**src/hw/asc_pkg.sv**
```systemverilog
package asc_pkg;
    localparam int ADDR_W = 16;
    localparam int DATA_W = 16;
    localparam int MEM_WORDS = 65536;
    localparam int CLK_MHZ = 50;
    localparam int CLK_PERIOD_NS = 20;
    localparam int SUPPLY_SETTLE_US = 100;
    localparam int SUPPLY_SETTLE_CYC = SUPPLY_SETTLE_US * CLK_MHZ;
    localparam int READ_CYCLE_NS = 12;
    localparam int READ_CYCLE_CYC = (READ_CYCLE_NS + CLK_PERIOD_NS - 1) / CLK_PERIOD_NS;
    localparam int WE_PULSE_NS = 8;
    localparam int WE_PULSE_CYC = (WE_PULSE_NS + CLK_PERIOD_NS - 1) / CLK_PERIOD_NS;
    localparam int ACCESS_NS = 12;
    localparam int ACCESS_CYC = (ACCESS_NS + CLK_PERIOD_NS - 1) / CLK_PERIOD_NS;
    localparam int CNT_W = 16;
    localparam logic [1:0] BYTE_SEL_RST = 2'h3;

    typedef enum logic [2:0] {
        ASC_POWERUP = 3'h0,
        ASC_IDLE = 3'h1,
        ASC_WR_SETUP = 3'h2,
        ASC_WR_PULSE = 3'h3,
        ASC_WR_END = 3'h4,
        ASC_RD_ADDR = 3'h5,
        ASC_RD_WAIT = 3'h6,
        ASC_RECOVER = 3'h7
    } asc_state_t;

    typedef struct packed {
        logic [ADDR_W-1:0] addr;
        logic [DATA_W-1:0] wdata;
        logic [1:0] byte_en;
        logic write;
    } asc_req_t;

    typedef struct packed {
        logic [ADDR_W-1:0] addr;
        logic chip_select_n;
        logic write_strobe_n;
        logic output_drive_n;
        logic low_byte_sel_n;
        logic high_byte_sel_n;
        logic [DATA_W-1:0] dq_out;
        logic dq_oe;
    } asc_pins_t;
endpackage

```
**src/hw/asc_ctrl.sv**
```systemverilog
`timescale 1ns/10ps
// What this block does
// - Write happens only with chip select and write strobe both low.
// - Read needs chip select and output drive low, write strobe high.
// - Wait at least 100 microseconds after supply up before first access.
// - Retention needs chip deselected; resume after one read-cycle time.
// - Write ends at first rising edge of select, byte select or strobe.
// - Address valid no later than chip select falling for reads.
module asc_ctrl #(
    parameter int SETTLE_CYC = asc_pkg::SUPPLY_SETTLE_CYC
) (
    input wire logic ref_clk,
    input wire logic rst,
    input wire logic req_valid,
    input wire asc_pkg::asc_req_t req,
    output logic req_ready,
    output logic rsp_valid,
    output logic [asc_pkg::DATA_W-1:0] rsp_rdata,
    input wire logic retention_req,
    output logic in_retention,
    input wire logic [asc_pkg::DATA_W-1:0] dq_in,
    output asc_pkg::asc_pins_t pins
);
    // The settle counter is CNT_W bits wide, so a longer wait cannot be loaded.
    if (SETTLE_CYC < 1 || SETTLE_CYC >= (1 << asc_pkg::CNT_W)) begin : g_settle_bad
        $error("SETTLE_CYC out of range");
    end

    typedef struct packed {
        asc_pkg::asc_state_t st;
        logic [asc_pkg::CNT_W-1:0] cnt;
        asc_pkg::asc_pins_t pins;
        logic ready;
        logic rvalid;
        logic [asc_pkg::DATA_W-1:0] rdata;
        logic [asc_pkg::DATA_W-1:0] s1;
        logic [asc_pkg::DATA_W-1:0] s2;
        logic [asc_pkg::DATA_W-1:0] s3;
        logic ret;
    } asc_regs_t;

    asc_regs_t cur_ff;
    asc_regs_t nxt_ff;

    function automatic asc_pkg::asc_pins_t idle_pins(input asc_pkg::asc_pins_t p);
        asc_pkg::asc_pins_t r;
        r = p;
        r.chip_select_n = 1'b1;
        r.write_strobe_n = 1'b1;
        r.output_drive_n = 1'b1;
        r.low_byte_sel_n = asc_pkg::BYTE_SEL_RST[0];
        r.high_byte_sel_n = asc_pkg::BYTE_SEL_RST[1];
        r.dq_oe = 1'b0;
        return r;
    endfunction

    always_comb begin
        nxt_ff = cur_ff;
        nxt_ff.rvalid = 1'b0;
        nxt_ff.s1 = dq_in;
        nxt_ff.s2 = cur_ff.s1;
        nxt_ff.s3 = cur_ff.s2;
        if (cur_ff.cnt != '0) begin
            nxt_ff.cnt = cur_ff.cnt - 1'b1;
        end
        unique case (cur_ff.st)
            asc_pkg::ASC_POWERUP: begin
                if (cur_ff.cnt == '0) begin
                    nxt_ff.st = asc_pkg::ASC_IDLE;
                    nxt_ff.ready = 1'b1;
                end
            end
            asc_pkg::ASC_IDLE: begin
                nxt_ff.pins = idle_pins(cur_ff.pins);
                if (retention_req) begin
                    nxt_ff.ready = 1'b0;
                    nxt_ff.ret = 1'b1;
                    // A one-cycle request still gets the full recovery wait.
                    nxt_ff.cnt = asc_pkg::CNT_W'(asc_pkg::READ_CYCLE_CYC);
                    nxt_ff.st = asc_pkg::ASC_RECOVER;
                end else if (req_valid) begin
                    nxt_ff.ready = 1'b0;
                    nxt_ff.pins.addr = req.addr;
                    nxt_ff.pins.low_byte_sel_n = ~req.byte_en[0];
                    nxt_ff.pins.high_byte_sel_n = ~req.byte_en[1];
                    if (req.write) begin
                        // Data is driven while output drive stays high.
                        nxt_ff.pins.dq_out = req.wdata;
                        nxt_ff.pins.dq_oe = 1'b1;
                        nxt_ff.st = asc_pkg::ASC_WR_SETUP;
                    end else begin
                        nxt_ff.st = asc_pkg::ASC_RD_ADDR;
                    end
                end
            end
            asc_pkg::ASC_WR_SETUP: begin
                nxt_ff.pins.chip_select_n = 1'b0;
                nxt_ff.pins.write_strobe_n = 1'b0;
                nxt_ff.cnt = asc_pkg::CNT_W'(asc_pkg::WE_PULSE_CYC - 1);
                nxt_ff.st = asc_pkg::ASC_WR_PULSE;
            end
            asc_pkg::ASC_WR_PULSE: begin
                if (cur_ff.cnt == '0) begin
                    // Strobe alone ends the window; address and bytes hold a cycle more.
                    nxt_ff.pins.write_strobe_n = 1'b1;
                    nxt_ff.st = asc_pkg::ASC_WR_END;
                end
            end
            asc_pkg::ASC_WR_END: begin
                // Select and data drop only after the strobe is high.
                nxt_ff.pins = idle_pins(cur_ff.pins);
                nxt_ff.rvalid = 1'b1;
                nxt_ff.ready = 1'b1;
                nxt_ff.st = asc_pkg::ASC_IDLE;
            end
            asc_pkg::ASC_RD_ADDR: begin
                // Three-stage sampling adds latency on top of the access time.
                nxt_ff.pins.chip_select_n = 1'b0;
                nxt_ff.pins.output_drive_n = 1'b0;
                nxt_ff.cnt = asc_pkg::CNT_W'(asc_pkg::ACCESS_CYC + 2);
                nxt_ff.st = asc_pkg::ASC_RD_WAIT;
            end
            asc_pkg::ASC_RD_WAIT: begin
                // The bus value is taken only once the last two sampling stages agree.
                if (cur_ff.cnt == '0 && cur_ff.s2 == cur_ff.s3) begin
                    nxt_ff.rdata = cur_ff.s3;
                    nxt_ff.rvalid = 1'b1;
                    nxt_ff.pins = idle_pins(cur_ff.pins);
                    nxt_ff.ready = 1'b1;
                    nxt_ff.st = asc_pkg::ASC_IDLE;
                end
            end
            asc_pkg::ASC_RECOVER: begin
                nxt_ff.pins = idle_pins(cur_ff.pins);
                if (retention_req) begin
                    nxt_ff.cnt = asc_pkg::CNT_W'(asc_pkg::READ_CYCLE_CYC);
                end else if (cur_ff.cnt == '0) begin
                    nxt_ff.ret = 1'b0;
                    nxt_ff.ready = 1'b1;
                    nxt_ff.st = asc_pkg::ASC_IDLE;
                end
            end
        endcase
    end

    always_ff @(posedge ref_clk or posedge rst) begin
        if (rst) begin
            // Strobes park high so the memory sees no access while the supply settles.
            cur_ff <= '0;
            cur_ff.st <= asc_pkg::ASC_POWERUP;
            cur_ff.cnt <= asc_pkg::CNT_W'(SETTLE_CYC);
            cur_ff.pins.chip_select_n <= 1'b1;
            cur_ff.pins.write_strobe_n <= 1'b1;
            cur_ff.pins.output_drive_n <= 1'b1;
            cur_ff.pins.low_byte_sel_n <= 1'b1;
            cur_ff.pins.high_byte_sel_n <= 1'b1;
        end else begin
            cur_ff <= nxt_ff;
        end
    end

    assign pins = cur_ff.pins;
    assign req_ready = cur_ff.ready;
    assign rsp_valid = cur_ff.rvalid;
    assign rsp_rdata = cur_ff.rdata;
    assign in_retention = cur_ff.ret;

    // Pin protocol checks, all sampled on the controller clock.
    no_contention_a: assert property (@(posedge ref_clk) disable iff (rst)
        !(pins.dq_oe && !pins.output_drive_n)) else $error("data driven with output enabled");
    write_only_cs_a: assert property (@(posedge ref_clk) disable iff (rst)
        !pins.write_strobe_n |-> !pins.chip_select_n) else $error("strobe without select");
    read_strobe_high_a: assert property (@(posedge ref_clk) disable iff (rst)
        !pins.output_drive_n |-> pins.write_strobe_n) else $error("strobe low in read");
    settle_wait_a: assert property (@(posedge ref_clk) disable iff (rst)
        (cur_ff.st == asc_pkg::ASC_POWERUP) |-> pins.chip_select_n) else $error("access before settle");
    addr_stable_a: assert property (@(posedge ref_clk) disable iff (rst)
        !pins.write_strobe_n |=> $stable(pins.addr) &&
            $stable(pins.low_byte_sel_n) && $stable(pins.high_byte_sel_n))
        else $error("address moved in write");
    strobe_first_a: assert property (@(posedge ref_clk) disable iff (rst)
        $rose(pins.write_strobe_n) |-> !pins.chip_select_n && pins.dq_oe)
        else $error("write not ended by strobe");
    strobe_setup_a: assert property (@(posedge ref_clk) disable iff (rst)
        $fell(pins.write_strobe_n) |-> !pins.chip_select_n && pins.dq_oe && pins.output_drive_n)
        else $error("strobe before select or data");
    data_hold_a: assert property (@(posedge ref_clk) disable iff (rst)
        $rose(pins.write_strobe_n) |-> $stable(pins.dq_out))
        else $error("write data moved at strobe end");
    idle_quiet_a: assert property (@(posedge ref_clk) disable iff (rst)
        req_ready |-> pins.chip_select_n && !pins.dq_oe)
        else $error("pins active while idle");
    pwr_no_ready_a: assert property (@(posedge ref_clk) disable iff (rst)
        (cur_ff.st == asc_pkg::ASC_POWERUP) |-> !req_ready)
        else $error("ready before settle");
    ret_no_ready_a: assert property (@(posedge ref_clk) disable iff (rst)
        in_retention |-> !req_ready)
        else $error("ready in retention");
    recover_wait_a: assert property (@(posedge ref_clk) disable iff (rst)
        $fell(in_retention) |-> $past(in_retention, 2))
        else $error("recovery too short");
    read_lanes_a: assert property (@(posedge ref_clk) disable iff (rst)
        $fell(pins.output_drive_n) |-> $stable(pins.low_byte_sel_n) && $stable(pins.high_byte_sel_n))
        else $error("byte selects late");
    retain_desel_a: assert property (@(posedge ref_clk) disable iff (rst)
        in_retention |-> pins.chip_select_n) else $error("selected in retention");
    read_addr_first_a: assert property (@(posedge ref_clk) disable iff (rst)
        $fell(pins.chip_select_n) |-> $stable(pins.addr)) else $error("address late");
    wr_pulse_cov: cover property (@(posedge ref_clk) disable iff (rst) $fell(pins.write_strobe_n));
    rd_cov: cover property (@(posedge ref_clk) disable iff (rst) $fell(pins.output_drive_n));
    ret_cov: cover property (@(posedge ref_clk) disable iff (rst) $fell(in_retention));
    low_lane_cov: cover property (@(posedge ref_clk) disable iff (rst)
        $fell(pins.write_strobe_n) && pins.high_byte_sel_n);
endmodule

```
**config.mk**
```make
export PLATFORM = sky130hd
export DESIGN_NAME = asc_ctrl
export DESIGN_NICKNAME = d
export VERILOG_FILES = /design/src/hw/asc_pkg.sv /design/src/hw/asc_ctrl.sv
export SDC_FILE = /design/constraint.sdc
export NUM_CORES = 1
export LEC_CHECK = 0
export ABC_CLOCK_PERIOD_IN_PS = 4100
export BUFFER_PORTS_ARGS = -buffer_cell sky130_fd_sc_hd__buf_2
export CORE_MARGIN = 4
export CORE_UTILIZATION = 43
export CTS_CLUSTER_SIZE = 24
export DETAILED_ROUTE_END_ITERATION = 16
export PLACE_DENSITY = 0.65
export SLEW_MARGIN = 0
export SYNTH_ARGS = -nofsm -noshare
export SYNTH_HDL_FRONTEND = slang
export SYNTH_SLANG_ARGS = --single-unit
export TNS_END_PERCENT = 1
```
**constraint.sdc**
```tcl
create_clock -name ref_clk -period 4.1 [get_ports ref_clk]
set_input_delay 0.41 -clock ref_clk [delete_from_list [all_inputs] [get_ports ref_clk]]
set_output_delay 0.41 -clock ref_clk [all_outputs]
set_load 0.005 [all_outputs]
```
=== After elaboration in Yosys (flattened, before gate mapping) ===
Cells that the tools add are included.

* Memory bits (read-only): 0
* Memories: 0
* Word-level logic and storage cells: 93
* Bits in writable memories: 0
* Input bits: 55
* Bits in latches: 0
* Flip-flop bits (word level): 124

* $mul: 0
* Add/subtract/negate cells: 1
* Bitwise logic cells: 5
* Reductions and logical operators: 24
* Div/mod/pow operators: 0
* Order comparisons: 0
* Shifts and indexed selects: 0
* Mux-type cells: 32
* Equal/unequal tests: 14

{| class="wikitable"
|+ Operators by type and width
! operator !! number
|-
| $mux W16 || 4
|-
| $pmux W19 S3 || 1
|-
| $pmux W16 S3 || 1
|-
| $mux W40 || 1
|-
| $pmux W16 S2 || 1
|-
| $pmux W3 S8 || 1
|-
| $mux W3 || 7
|-
| $mux W20 || 1
|-
| $mux W19 || 1
|-
| $mux W17 || 1
|-
| $eq A16 B16 Y1 || 1
|-
| $logic_not A16 Y1 || 1
|-
| $reduce_and A4 Y1 || 4
|-
| $reduce_bool A16 Y1 || 1
|-
| $sub A16 B1 Y16 const B || 1
|-
| $eq A3 B3 Y1 const B || 4
|-
| $ne A2 B2 Y1 const B || 5
|-
| $reduce_bool A3 Y1 || 3
|-
| $reduce_and A2 Y1 || 4
|-
| $mux W1 || 7
|-
| $eq A3 B2 Y1 const B || 2
|-
| $pmux W1 S3 || 2
|-
| $reduce_and A6 Y1 || 1
|-
| $reduce_or A2 Y1 || 3
|-
| 13 further kinds || 18
|}

=== Longest topological paths before layout ===
Gate-level depths: netlist of the first run.

* Word-level depth: 4
* Gate-level depth with buffers: 8

=== Least setup slack after synthesis of the first run ===
Ideal clock, no wire load.

* Path type: register -> register
* Start: register cur_ff[105] in the netlist's numbering
* End: register cur_ff, in the netlist rsp_rdata[0]
* Arrival: 1,986 ps
* Period minus slack after synthesis: 2,112 ps
* Stages on the path, launching flop included: 9
* Setup slack: 1,988 ps
* Path buffers: 2
* Data required time: 3,975 ps
* Library setup time: 125 ps
* Path through: dfrtp_1 -> inv_1 -> ha_1 -> nor4b_2 -> and4_1 -> and3_1 -> buf_6 -> buf_12 -> mux2_4

* Word-level cells in the longest chain between the ends: 3

{| class="wikitable"
|+ RTL lines
! element !! RTL line !! RTL
|-
| start, declared || asc_ctrl.sv:42 || <nowiki>asc_regs_t cur_ff;</nowiki>
|-
| start signal, assigned || asc_ctrl.sv:158 || <nowiki>cur_ff <= nxt_ff;</nowiki>
|-
| $logic_not A16 Y1 || asc_ctrl.sv:125 || <nowiki>if (cur_ff.cnt == '0 && cur_ff.s2 == cur_ff.s3) begin</nowiki>
|-
| $logic_and A1 B1 Y1 || asc_ctrl.sv:125 ||
|-
| $reduce_and A2 Y1 (no line) || -- ||
|}

Every way passes these cells.
A chain may end at the register's enable or synchronous reset.

=== Worst setup path after layout of the first run ===
* Start: register cur_ff[105] in the netlist's numbering
* End: register cur_ff, in the netlist rsp_rdata[10]

Same word-level chain as after synthesis.

==> results of run 1 <==
-- sequential cells by signal (all words and copies together) (netlist names) --
name,cells
req_ready,1
in_retention,1
rsp_rdata,16
rsp_valid,1
cur_ff,67
pins,38
-- worst register-to-register path, stage by stage, from the launching register on --
cell and delay [ns]:
dfrtp_1 0.40, inv_1 0.10, ha_1 0.27, nor4b_2 0.37, and4_1 0.54, and3_1 0.87
mux2_2 0.42
-- kinds of logic (layout without fill, tap and decap cells) --
kind of cell,Yosys count,count (layout),synth area share
flip-flops,124,124,0.597
AND/OR/NAND/NOR,90,90,0.0911
buffers and inverters,76,153,0.0993
multiplexers,49,49,0.113
AO/OA/AOI/OAI,38,38,0.0489
XOR/XNOR,29,29,0.0487
adder cells (fa/ha/maj),1,1,0.00240
-- layout by cell type, fill, tap and decap left out, drive strengths merged, types with 11 or more instances in the layout --
cell      n
xnor2    17
nand2    18
mux2     48
dfrtp   114
buf     113
a21oi    11
xor2     12
clkbuf   22
nor2     29
-- per-stage QoR --
step | total power [W] | worst slack [ns] | util | cells | hold WS (ns)
3_3_place_gp | 0.00271 | 1.15 | 0.471 | 595 | 0.332
6_report | 0.00424 | 1.01 | 0.523 | 627 | 0.103
4_1_cts | 0.00429 | 1.03 | 0.523 | 627 | 0.0804
5_1_grt | 0.00451 | 0.835 | 0.523 | 627 | 0.0822
3_5_place_dp | 0.00276 | 1.05 | 0.471 | 595 | 0.335
2_1_floorplan | 0.00260 | 0.407 | - | 407 | 0.331
-- report_power, final --
group / total, W / leakage (nW) / switching [W] / internal (W)
sequential: 0.00172 / 1.53 / 0.000218 / 0.00150
clock: 0.00150 / 0.294 / 0.000512 / 0.000988
combinational: 0.00102 / 1.14 / 0.000527 / 0.000490
total: 0.00424 / 2.96 / 0.00126 / 0.00298
-- worst min path at each step --
| stage | start | endpoint | slack (ns) | depth (start not counted) |
|---|---|---|---|---|
| 2_1_floorplan | cur_ff[33] | cur_ff[17] | 0.33 | 0 |
| 3_3_place_gp | cur_ff[45] | cur_ff[29] | 0.33 | 0 |
| 6_report | dq_in[15] | cur_ff[48] | 0.10 | 1 |
| 3_5_place_dp | cur_ff[41] | cur_ff[25] | 0.33 | 0 |
| 4_1_cts | dq_in[15] | cur_ff[48] | 0.08 | 1 |
| 5_1_grt | dq_in[15] | cur_ff[48] | 0.08 | 1 |
-- metal layers --
| metal | share of wire | GRT usage | vias to the layer above |
|---|---|---|---|
| met4 | 0.016 | 0.0674 | 0 |
| met1 | 0.42 | 0.181 | 1547 |
| met5 | 0 | 0 | - |
| met2 | 0.47 | 0.214 | 122 |
| met3 | 0.094 | 0.0659 | 14 |
| li1 | - | - | 1480 |
-- area by class of cell --
cell class	count	share of cell area
Multi-Input combinational cell	207	0.260
Clock inverter	10	0.0228
Sequential cell	124	0.511
Timing Repair Buffer	113	0.0956
Inverter	8	0.00533
Clock buffer	22	0.0761
Tap cell	143	0.0293
==> results.json, run 1 <==
{
  "ys.flop_type": "dfrtp_1",
  "nFillCells": 989,
  "synth.avg_cell_area_sq_um": 12.8,
  "yosysMostFrequentCell": "dfrtp_1",
  "ys_async_sr_fraction": 1.00,
  "synth_seq_cells": 124,
  "clock_latency_ns": 0.41,
  "cp.depth": 6,
  "path_class": "reg2reg",
  "fin_crit_ns": 3.09,
  "ir_drop_mv": 0.389,
  "cp_max_fo": 15,
  "clock_path_buffers": 2,
  "postPlaceCellArea_sq_mm": 0.00550,
  "synth_common_cells": "114 x dfrtp_1, 54 x buf_4, 38 x mux2_2, 29 x nor2_1, 18 x nand2_1",
  "grt_pass1_wl_mm": 16.2,
  "startpoint": "cur_ff[105]",
  "postCtsSetupBuffers": 0,
  "htreeDepth": 4,
  "period_share": 0.753,
  "worstReg2RegEnd": "rsp_rdata[10]",
  "dr.first_iter.drc_count": 125,
  "netlist_area_sq_mm": 0.00522,
  "fmax_mhz": 324,
  "synth_largest_area_cell": "dfrtp_1",
  "final_hold_viol_count": 0,
  "netlist.area_leader.share": 0.547,
  "crit_buf_inv": 1,
  "cpMaxStageDelayCell": "and3_1",
  "detail-route-antenna-nets": 0,
  "rsz0062_at_grt": "no",
  "num_vias": 3163,
  "cts_tree": "yes",
  "globalplace.congestion": 0.791,
  "coreArea_sq_mm": 0.0117,
  "grt_pass1_vias": 3354,
  "num-nets-final": 527,
  "antenna_found_initial": 0,
  "fp-row-count": 39,
  "min_path_type": "in2reg",
  "tns_ns": 0,
  "power.density_mw_per_mm2": 695,
  "port_buffers": 111,
  "cp-start-kind": "flip-flop",
  "initial_utilization": 0.447,
  "r2r_cells": 6,
  "io_pins": 112,
  "avgViaCountPerCell": 5.04,
  "hold_buffers": 0,
  "yosysWarnings": 0,
  "die_w_um": 118,
  "setup_viol_count_final": 0,
  "die_h_um": 118,
  "slowest_delay_ns": 0.87,
  "area_growth_pct": 16.9,
  "regArea_sq_mm": 0.00312,
  "numClockSinks": 124,
  "slew_violations": 0,
  "post_route_cells_drive_above_1_share": 0.424,
  "synth_nets": 463,
  "cts-root-buf": "clkbuf_16",
  "firstDrtPassIters": 4,
  "arrival_ns": 3.38,
  "numCtsBuffers": 17,
  "drc_errors": 0,
  "cts-resized-gates": 0,
  "track_usage": 0.144,
  "synth_edf_count": 0,
  "routedWlPerCell_um": 15.2,
  "crit_path_end_kind": "flip-flop",
  "multiInputGateArea_sq_mm": 0.00159,
  "worst_path_dominant_cell_family": "simple AND/OR/NAND/NOR gates",
  "p_leak_nw": 2.96,
  "wirelength_mm": 9.52,
  "clk_pin_slew_ns": 0.06,
  "worst_pin_slew_ns": 1.12,
  "r2r_setup_slack_ns": 1.01,
  "status": "finished clean",
  "relSlewSlack": 0.254,
  "hpwl_mm": 6.67,
  "yosysSeqAreaShare": 0.597,
  "synthTopCellsByArea": "dfrtp_1 55%, mux2_2 8.2%, buf_4 7.8%",
  "die_area_sq_mm": 0.0140,
  "synthCells": 407,
  "critPathRequiredTime_ns": 4.39,
  "n_antenna_cell": 0,
  "synth.distinct_cells": 50,
  "grt_start_max_net_pins": 67,
  "clock_skew_ns": 0.0104,
  "gr-total-overflow": 0,
  "rr_startpoint": "cur_ff[105]",
  "design_area_sq_mm": 0.00610,
  "endpoint": "rsp_rdata[10]",
  "maxCapViolations": 0,
  "cp_cell_sequence": "inv_1, ha_1, nor4b_2, and4_1, and3_1, mux2_2"
}
No activity file was read; power rests on OpenSTA's default activity.
==> run 2: changes to the inputs <==
ABC_AREA = 1   (was default)
ABC_CLOCK_PERIOD_IN_PS = 2600   (was 4100)
PLACE_DENSITY = 0.68   (was 0.65)
clock period = 2.6 ns   (was 4.1 ns; I/O delays follow)
==> run 2 against run 1 <==
Net effect: worst setup slack got worse by 0.35 ns; cell count increased by 33%; power increased by 4.2%; fmax increased by 60%; clock power increased by 47%; synthesized cell count increased by 38%; count of clock-buffer cells in the layout increased by 1; first-iteration DRC count increased by 81%; global-route usage increased by 1.2 points; sequential cell count unchanged; sequential share of layout area decreased by 3.3 points; critical path depth increased by 4; highest routed layer unchanged.
==> results.json, run 2 <==
{
  "path_class": "reg2reg",
  "p_leak_nw": 3.56,
  "die_w_um": 120,
  "port_buffers": 111,
  "final_common_cell": "nand2_1",
  "grt_start_max_net_pins": 62,
  "maxCapViolations": 0,
  "intPower_w": 0.00347,
  "crit_top_cell": "nand2_1",
  "synth_edf_count": 0,
  "initial_utilization": 0.446,
  "synth_largest_area_cell": "dfrtp_1",
  "power_switching_w": 0.000947,
  "wirelength_mm": 10.6,
  "synthTopCellsByArea": "dfrtp_1 53%, nand2_1 11%, buf_4 7.5%",
  "setup_viol_count_final": 0,
  "die_area_sq_mm": 0.0145,
  "top_register": "cur_ff",
  "crit_buf_inv": 3,
  "area_growth_pct": 20.3,
  "netlist_area_sq_mm": 0.00542,
  "drc_errors": 0,
  "avgViaCountPerCell": 4.53,
  "tns_ns": 0,
  "comb_power_share": 0.042,
  "arrival_ns": 2.22,
  "power_frac_seq": 0.458,
  "status": "finished clean",
  "track_usage": 0.156,
  "globalplace.congestion": 0.812,
  "htreeDepth": 4,
  "clock_latency_ns": 0.41,
  "period_share": 0.743,
  "yosysSeqAreaShare": 0.574,
  "netlist.area_leader.share": 0.526,
  "fmax_mhz": 517,
  "worst_pin_slew_ns": 0.795,
  "num-nets-final": 706,
  "cts-root-buf": "clkbuf_16",
  "fin_crit_ns": 1.93,
  "holdWs_ns": 0.0515,
  "cp_max_fo": 21,
  "ir_drop_mv": 0.411,
  "power_w": 0.00441,
  "crit_path_end_kind": "flip-flop",
  "clock_path_buffers": 2,
  "yosysWarnings": 0,
  "power.density_mw_per_mm2": 676,
  "rsz0062_at_grt": "no",
  "ys_async_sr_fraction": 1.00,
  "p_clk_frac": 0.501,
  "synth.avg_cell_area_sq_um": 9.67,
  "post_route_cells_drive_above_1_share": 0.300,
  "coreArea_sq_mm": 0.0122,
  "min_path_type": "in2reg",
  "dr.first_iter.drc_count": 226,
  "relSlewSlack": 0.469,
  "switching_share": 0.214,
  "synthCells": 561,
  "grt_pass1_vias": 3829,
  "io_pins": 112,
  "numCtsBuffers": 17,
  "cpMaxStageDelayCell": "dfrtp_1",
  "largest_reg_flops": 67,
  "layout_common_cells": "161 x nand2_1, 114 x dfrtp_1, 111 x buf_2",
  "slowest_delay_ns": 0.40,
  "fp-row-count": 40,
  "routedWlPerCell_um": 12.7,
  "die_h_um": 120,
  "antenna_found_initial": 0,
  "clk_pin_slew_ns": 0.05,
  "ys.flop_type": "dfrtp_1",
  "n_antenna_cell": 0,
  "synth_nets": 617,
  "numClockSinks": 124,
  "worst_path_dominant_cell_family": "simple AND/OR/NAND/NOR gates",
  "critPathRequiredTime_ns": 2.89,
  "firstDrtPassIters": 4,
  "clock_skew_ns": 0.00695,
  "synth_seq_cells": 124,
  "synth.distinct_cells": 37,
  "slew_violations": 0,
  "yosysMostFrequentCell": "nand2_1",
  "num_vias": 3762,
  "detail-route-antenna-nets": 0,
  "gr-total-overflow": 0,
  "synth_common_cells": "161 x nand2_1, 114 x dfrtp_1, 57 x nor2_1, 54 x buf_4, 45 x inv_1",
  "final_hold_viol_count": 0,
  "grt_pass1_wl_mm": 18.1,
  "nFillCells": 1055,
  "cts_tree": "yes",
  "hpwl_mm": 7.55,
  "cp-start-kind": "flip-flop",
  "cp_cell_sequence": "inv_1, ha_1, nand2_1, inv_2, nand2_2, nor2_4, nand4_4, buf_4, nand2_1, o21ai_2"
}
-- run 2: repair_timing --
action	in CTS	in global routing
hold endpoints to repair	19	0
buffers inserted	0	0
resized for setup	0	0
hold buffers	17	0
-- run 2: logic make-up after synthesis --
family / after synthesis / share of synthesized area
AOI/OAI and AO/OA: 45 / 0.0484
xor gates and xnor gates: 7 / 0.0113
adders and majority gates: 1 / 0.00231
buffers and inverters: 113 / 0.119
DFF: 124 / 0.574
muxes: 16 / 0.0394
and+or+nand+nor: 255 / 0.205
-- run 2: cell type report --
| cell class | instances | area, sq um | area share |
|---|---|---|---|
| sequential | 124 | 3120 | 0.477 |
| multi-input combinational | 324 | 1660 | 0.255 |
| timing repair buffer | 131 | 773 | 0.118 |
| clock buffer | 23 | 478 | 0.0732 |
| tap | 168 | 210 | 0.0322 |
| inverter | 52 | 199 | 0.0305 |
| clock inverter | 9 | 88.8 | 0.0136 |
-- run 2: through the flow --
stage               instance area, sq um  worst slack [ns]   util  std cells
floorplan                           5430             0.823      -        561
global placement                    5790             0.751  0.476        782
detailed placement                  5790             0.679  0.476        782
CTS                                 6530             0.673  0.537        831
global route                        6530             0.502  0.537        831
finish                              6530             0.667  0.537        831
-- run 2: power by group through the flow --
stage          Combinational (W)  Sequential [W]  Clock (W)
2_1_floorplan           0.000105         0.00204          0
3_3_place_gp            0.000164         0.00205          0
3_5_place_dp            0.000170         0.00205          0
4_1_cts                 0.000190         0.00202    0.00226
5_1_grt                 0.000212         0.00203    0.00237
6_report                0.000185         0.00202    0.00221
-- run 2: final timing paths --
path	start	endpoint	cells after the start	slack [ns]
max reg2reg	cur_ff[105]	rsp_rdata[14]	10	0.67
max in group asynchronous	rst	cur_ff[19]	4	1.33
max	cur_ff[105]	rsp_rdata[14]	10	0.67
min in group asynchronous	rst	pins[22]	3	0.54
min reg2reg	cur_ff[37]	cur_ff[21]	0	0.35
min	req[20]	pins[23]	3	0.05
-- run 2: per-layer routing --
| metal | GRT usage | share of wire |
|---|---|---|
| met1 | 0.197 | 0.45 |
| met2 | 0.246 | 0.47 |
| met3 | 0.0599 | 0.066 |
| met4 | 0.0559 | 0.018 |
| met5 | 0 | 0 |
-- run 2: worst reg2reg max path, cell delays in order (launching register included) --
cell and delay (ns):
dfrtp_1 0.40, inv_1 0.07, ha_1 0.20, nand2_1 0.10
inv_2 0.13, nand2_2 0.09, nor2_4 0.15, nand4_4 0.23
buf_4 0.30, nand2_1 0.10, o21ai_2 0.05
==> run 3: changes to the inputs <==
ABC_CLOCK_PERIOD_IN_PS = 1710   (was 2600)
clock period = 1.71 ns   (was 2.6 ns; I/O delays follow)
==> run 3 against run 2 <==
Net effect: highest routed layer unchanged; global-route usage is 1.2 points higher; register-to-register slack worse by 0.66 ns; largest cell class unchanged; critical path depth is 2 higher; power is 59% higher; routed wire length is 9.4% higher; cell count is 6.0% higher; fmax is 13% higher; core utilization is 5.1 points higher; critical endpoint is now in_retention.
==> results.json, run 3 (synthesized netlist as in run 2, its figures left out) <==
{
  "coreArea_sq_mm": 0.0122,
  "clock_latency_ns": 0.42,
  "cts-root-buf": "clkbuf_16",
  "clk_pin_slew_ns": 0.06,
  "grt-busiest-layer": "met2",
  "initial_utilization": 0.446,
  "htreeDepth": 4,
  "routedWlPerCell_um": 13.1,
  "met1_usage": 0.206,
  "arrival_ns": 2.04,
  "crit_path_end_kind": "flip-flop",
  "place_inst": 793,
  "gr-total-overflow": 0,
  "globalplace.congestion": 0.855,
  "antenna_found_initial": 0,
  "die_area_sq_mm": 0.0145,
  "largest_reg_flops": 67,
  "die_h_um": 120,
  "hpwl_mm": 7.78,
  "p_leak_nw": 3.83,
  "detail-route-antenna-nets": 0,
  "area_growth_pct": 31.8,
  "track_usage": 0.167,
  "fp-row-count": 40,
  "multiInputGateArea_sq_mm": 0.00176,
  "clock_skew_ns": 0.0181,
  "clock_path_buffers": 2,
  "setup_slack_ns": 0.00593,
  "slowest_delay_ns": 0.39,
  "worst_pin_slew_ns": 0.643,
  "worst_path_dominant_cell_family": "simple AND/OR/NAND/NOR gates",
  "cpMaxStageDelayCell": "dfrtp_1",
  "top_register": "cur_ff",
  "maxCapViolations": 0,
  "grt_start_max_net_pins": 29,
  "path_class": "reg2reg",
  "final_common_cell": "nand2_1",
  "nFillCells": 973,
  "grt_pass1_wl_mm": 19.3,
  "period_share": 0.997,
  "num_vias": 3988,
  "numClockSinks": 124,
  "num-nets-final": 754,
  "port_buffers": 111,
  "dr.first_iter.drc_count": 148,
  "grt_pass1_vias": 4073,
  "critPathRequiredTime_ns": 2.04,
  "rsz0062_at_grt": "yes",
  "place_ws_ns": 0.00434,
  "final_cells": 881,
  "cp_max_fo": 5,
  "crit_buf_inv": 4,
  "die_w_um": 120,
  "grt_util_met2": 0.273,
  "numCtsBuffers": 17,
  "relSlewSlack": 0.571,
  "fin_crit_ns": 1.70,
  "firstDrtPassIters": 5,
  "drc_errors": 0,
  "fmax_mhz": 587,
  "met3_usage": 0.0627,
  "setup_viol_count_final": 0,
  "ir_drop_mv": 0.794,
  "min_path_type": "in2reg",
  "r2r_setup_slack_ns": 0.006,
  "post_route_cells_drive_above_1_share": 0.333,
  "cp_cell_sequence": "inv_2, ha_4, nand2_4, inv_6, nand2_2, nor3_2, buf_4, buf_4, nand2_1, a21oi_2, nor2_1, a21oi_1",
  "regArea_sq_mm": 0.00312,
  "wirelength_mm": 11.5,
  "final_hold_viol_count": 0,
  "io_pins": 112,
  "cp-start-kind": "flip-flop",
  "slew_violations": 0,
  "cts_tree": "yes",
  "crit_top_cell": "buf_4",
  "layout_common_cells": "156 x nand2_1, 111 x dfrtp_1, 111 x buf_2",
  "avgViaCountPerCell": 4.53,
  "power.density_mw_per_mm2": 983,
  "status": "finished clean"
}
## run 3: layout make-up
cell class,instances,area share
diodes,2,0.000700
clock inverters,13,0.0234
clock buffers,19,0.0605
multi-input cells,324,0.246
repair buffers,179,0.176
flip-flops and latches,124,0.436
inverters,52,0.0285
well taps,168,0.0294
## run 3: power by group
| part | internal [W] | total, W | switching [W] |
|---|---|---|---|
| logic | 0.000192 | 0.000354 | 0.000162 |
| clock network | 0.00230 | 0.00361 | 0.00130 |
| registers | 0.00302 | 0.00307 | 0.0000466 |
| total | 0.00552 | 0.00703 | 0.00151 |
## run 3: worst register-to-register path, stage by stage (launching register included)
cell and delay [ns]:
dfrtp_1 0.39, inv_2 0.08, ha_4 0.16, nand2_4 0.07
inv_6 0.08, nand2_2 0.05, nor3_2 0.20, buf_4 0.14
buf_4 0.10, nand2_1 0.06, a21oi_2 0.15, nor2_1 0.05
a21oi_1 0.10
## run 3: worst paths after layout
| check | start | to | cells after the start |
|---|---|---|---|
| max | cur_ff[106] | in_retention | 12 |
| min | req[1] | pins[18] | 4 |
| max reg2reg | cur_ff[106] | in_retention | 12 |
| min reg2reg | cur_ff[33] | cur_ff[17] | 0 |
| max in group asynchronous | rst | pins[20] | 4 |
| min in group asynchronous | rst | cur_ff[41] | 3 |
## run 3: what timing repair did
action | 4_1_cts | 5_1_grt
endpoints found under the hold margin | 70 | 0
hold buffers | 49 | 0
endpoints found under the setup margin | 4 | 35
gates resized for setup | 2 | 30
pin swaps | 0 | 8
buffers inserted | 0 | 5
## run 3: metrics by stage
step	setup TNS [ns]	power (W)	hold WS, ns	util	instance area, sq um
2_1_floorplan	0	0.00327	0.202	-	5430
3_3_place_gp	0	0.00338	0.280	0.486	5910
3_5_place_dp	0	0.00339	0.280	0.486	5910
4_1_cts	0	0.00711	0.000973	0.576	7010
5_1_grt	-0.324	0.00730	0.0471	0.588	7150
6_report	0	0.00703	0.0311	0.588	7150
## run 3: layer usage
metal / up-vias / part of all wire
met5: - / 0
met4: 0 / 0.012
met3: 16 / 0.066
met2: 109 / 0.50
met1: 1888 / 0.42
li1: 1975 / -
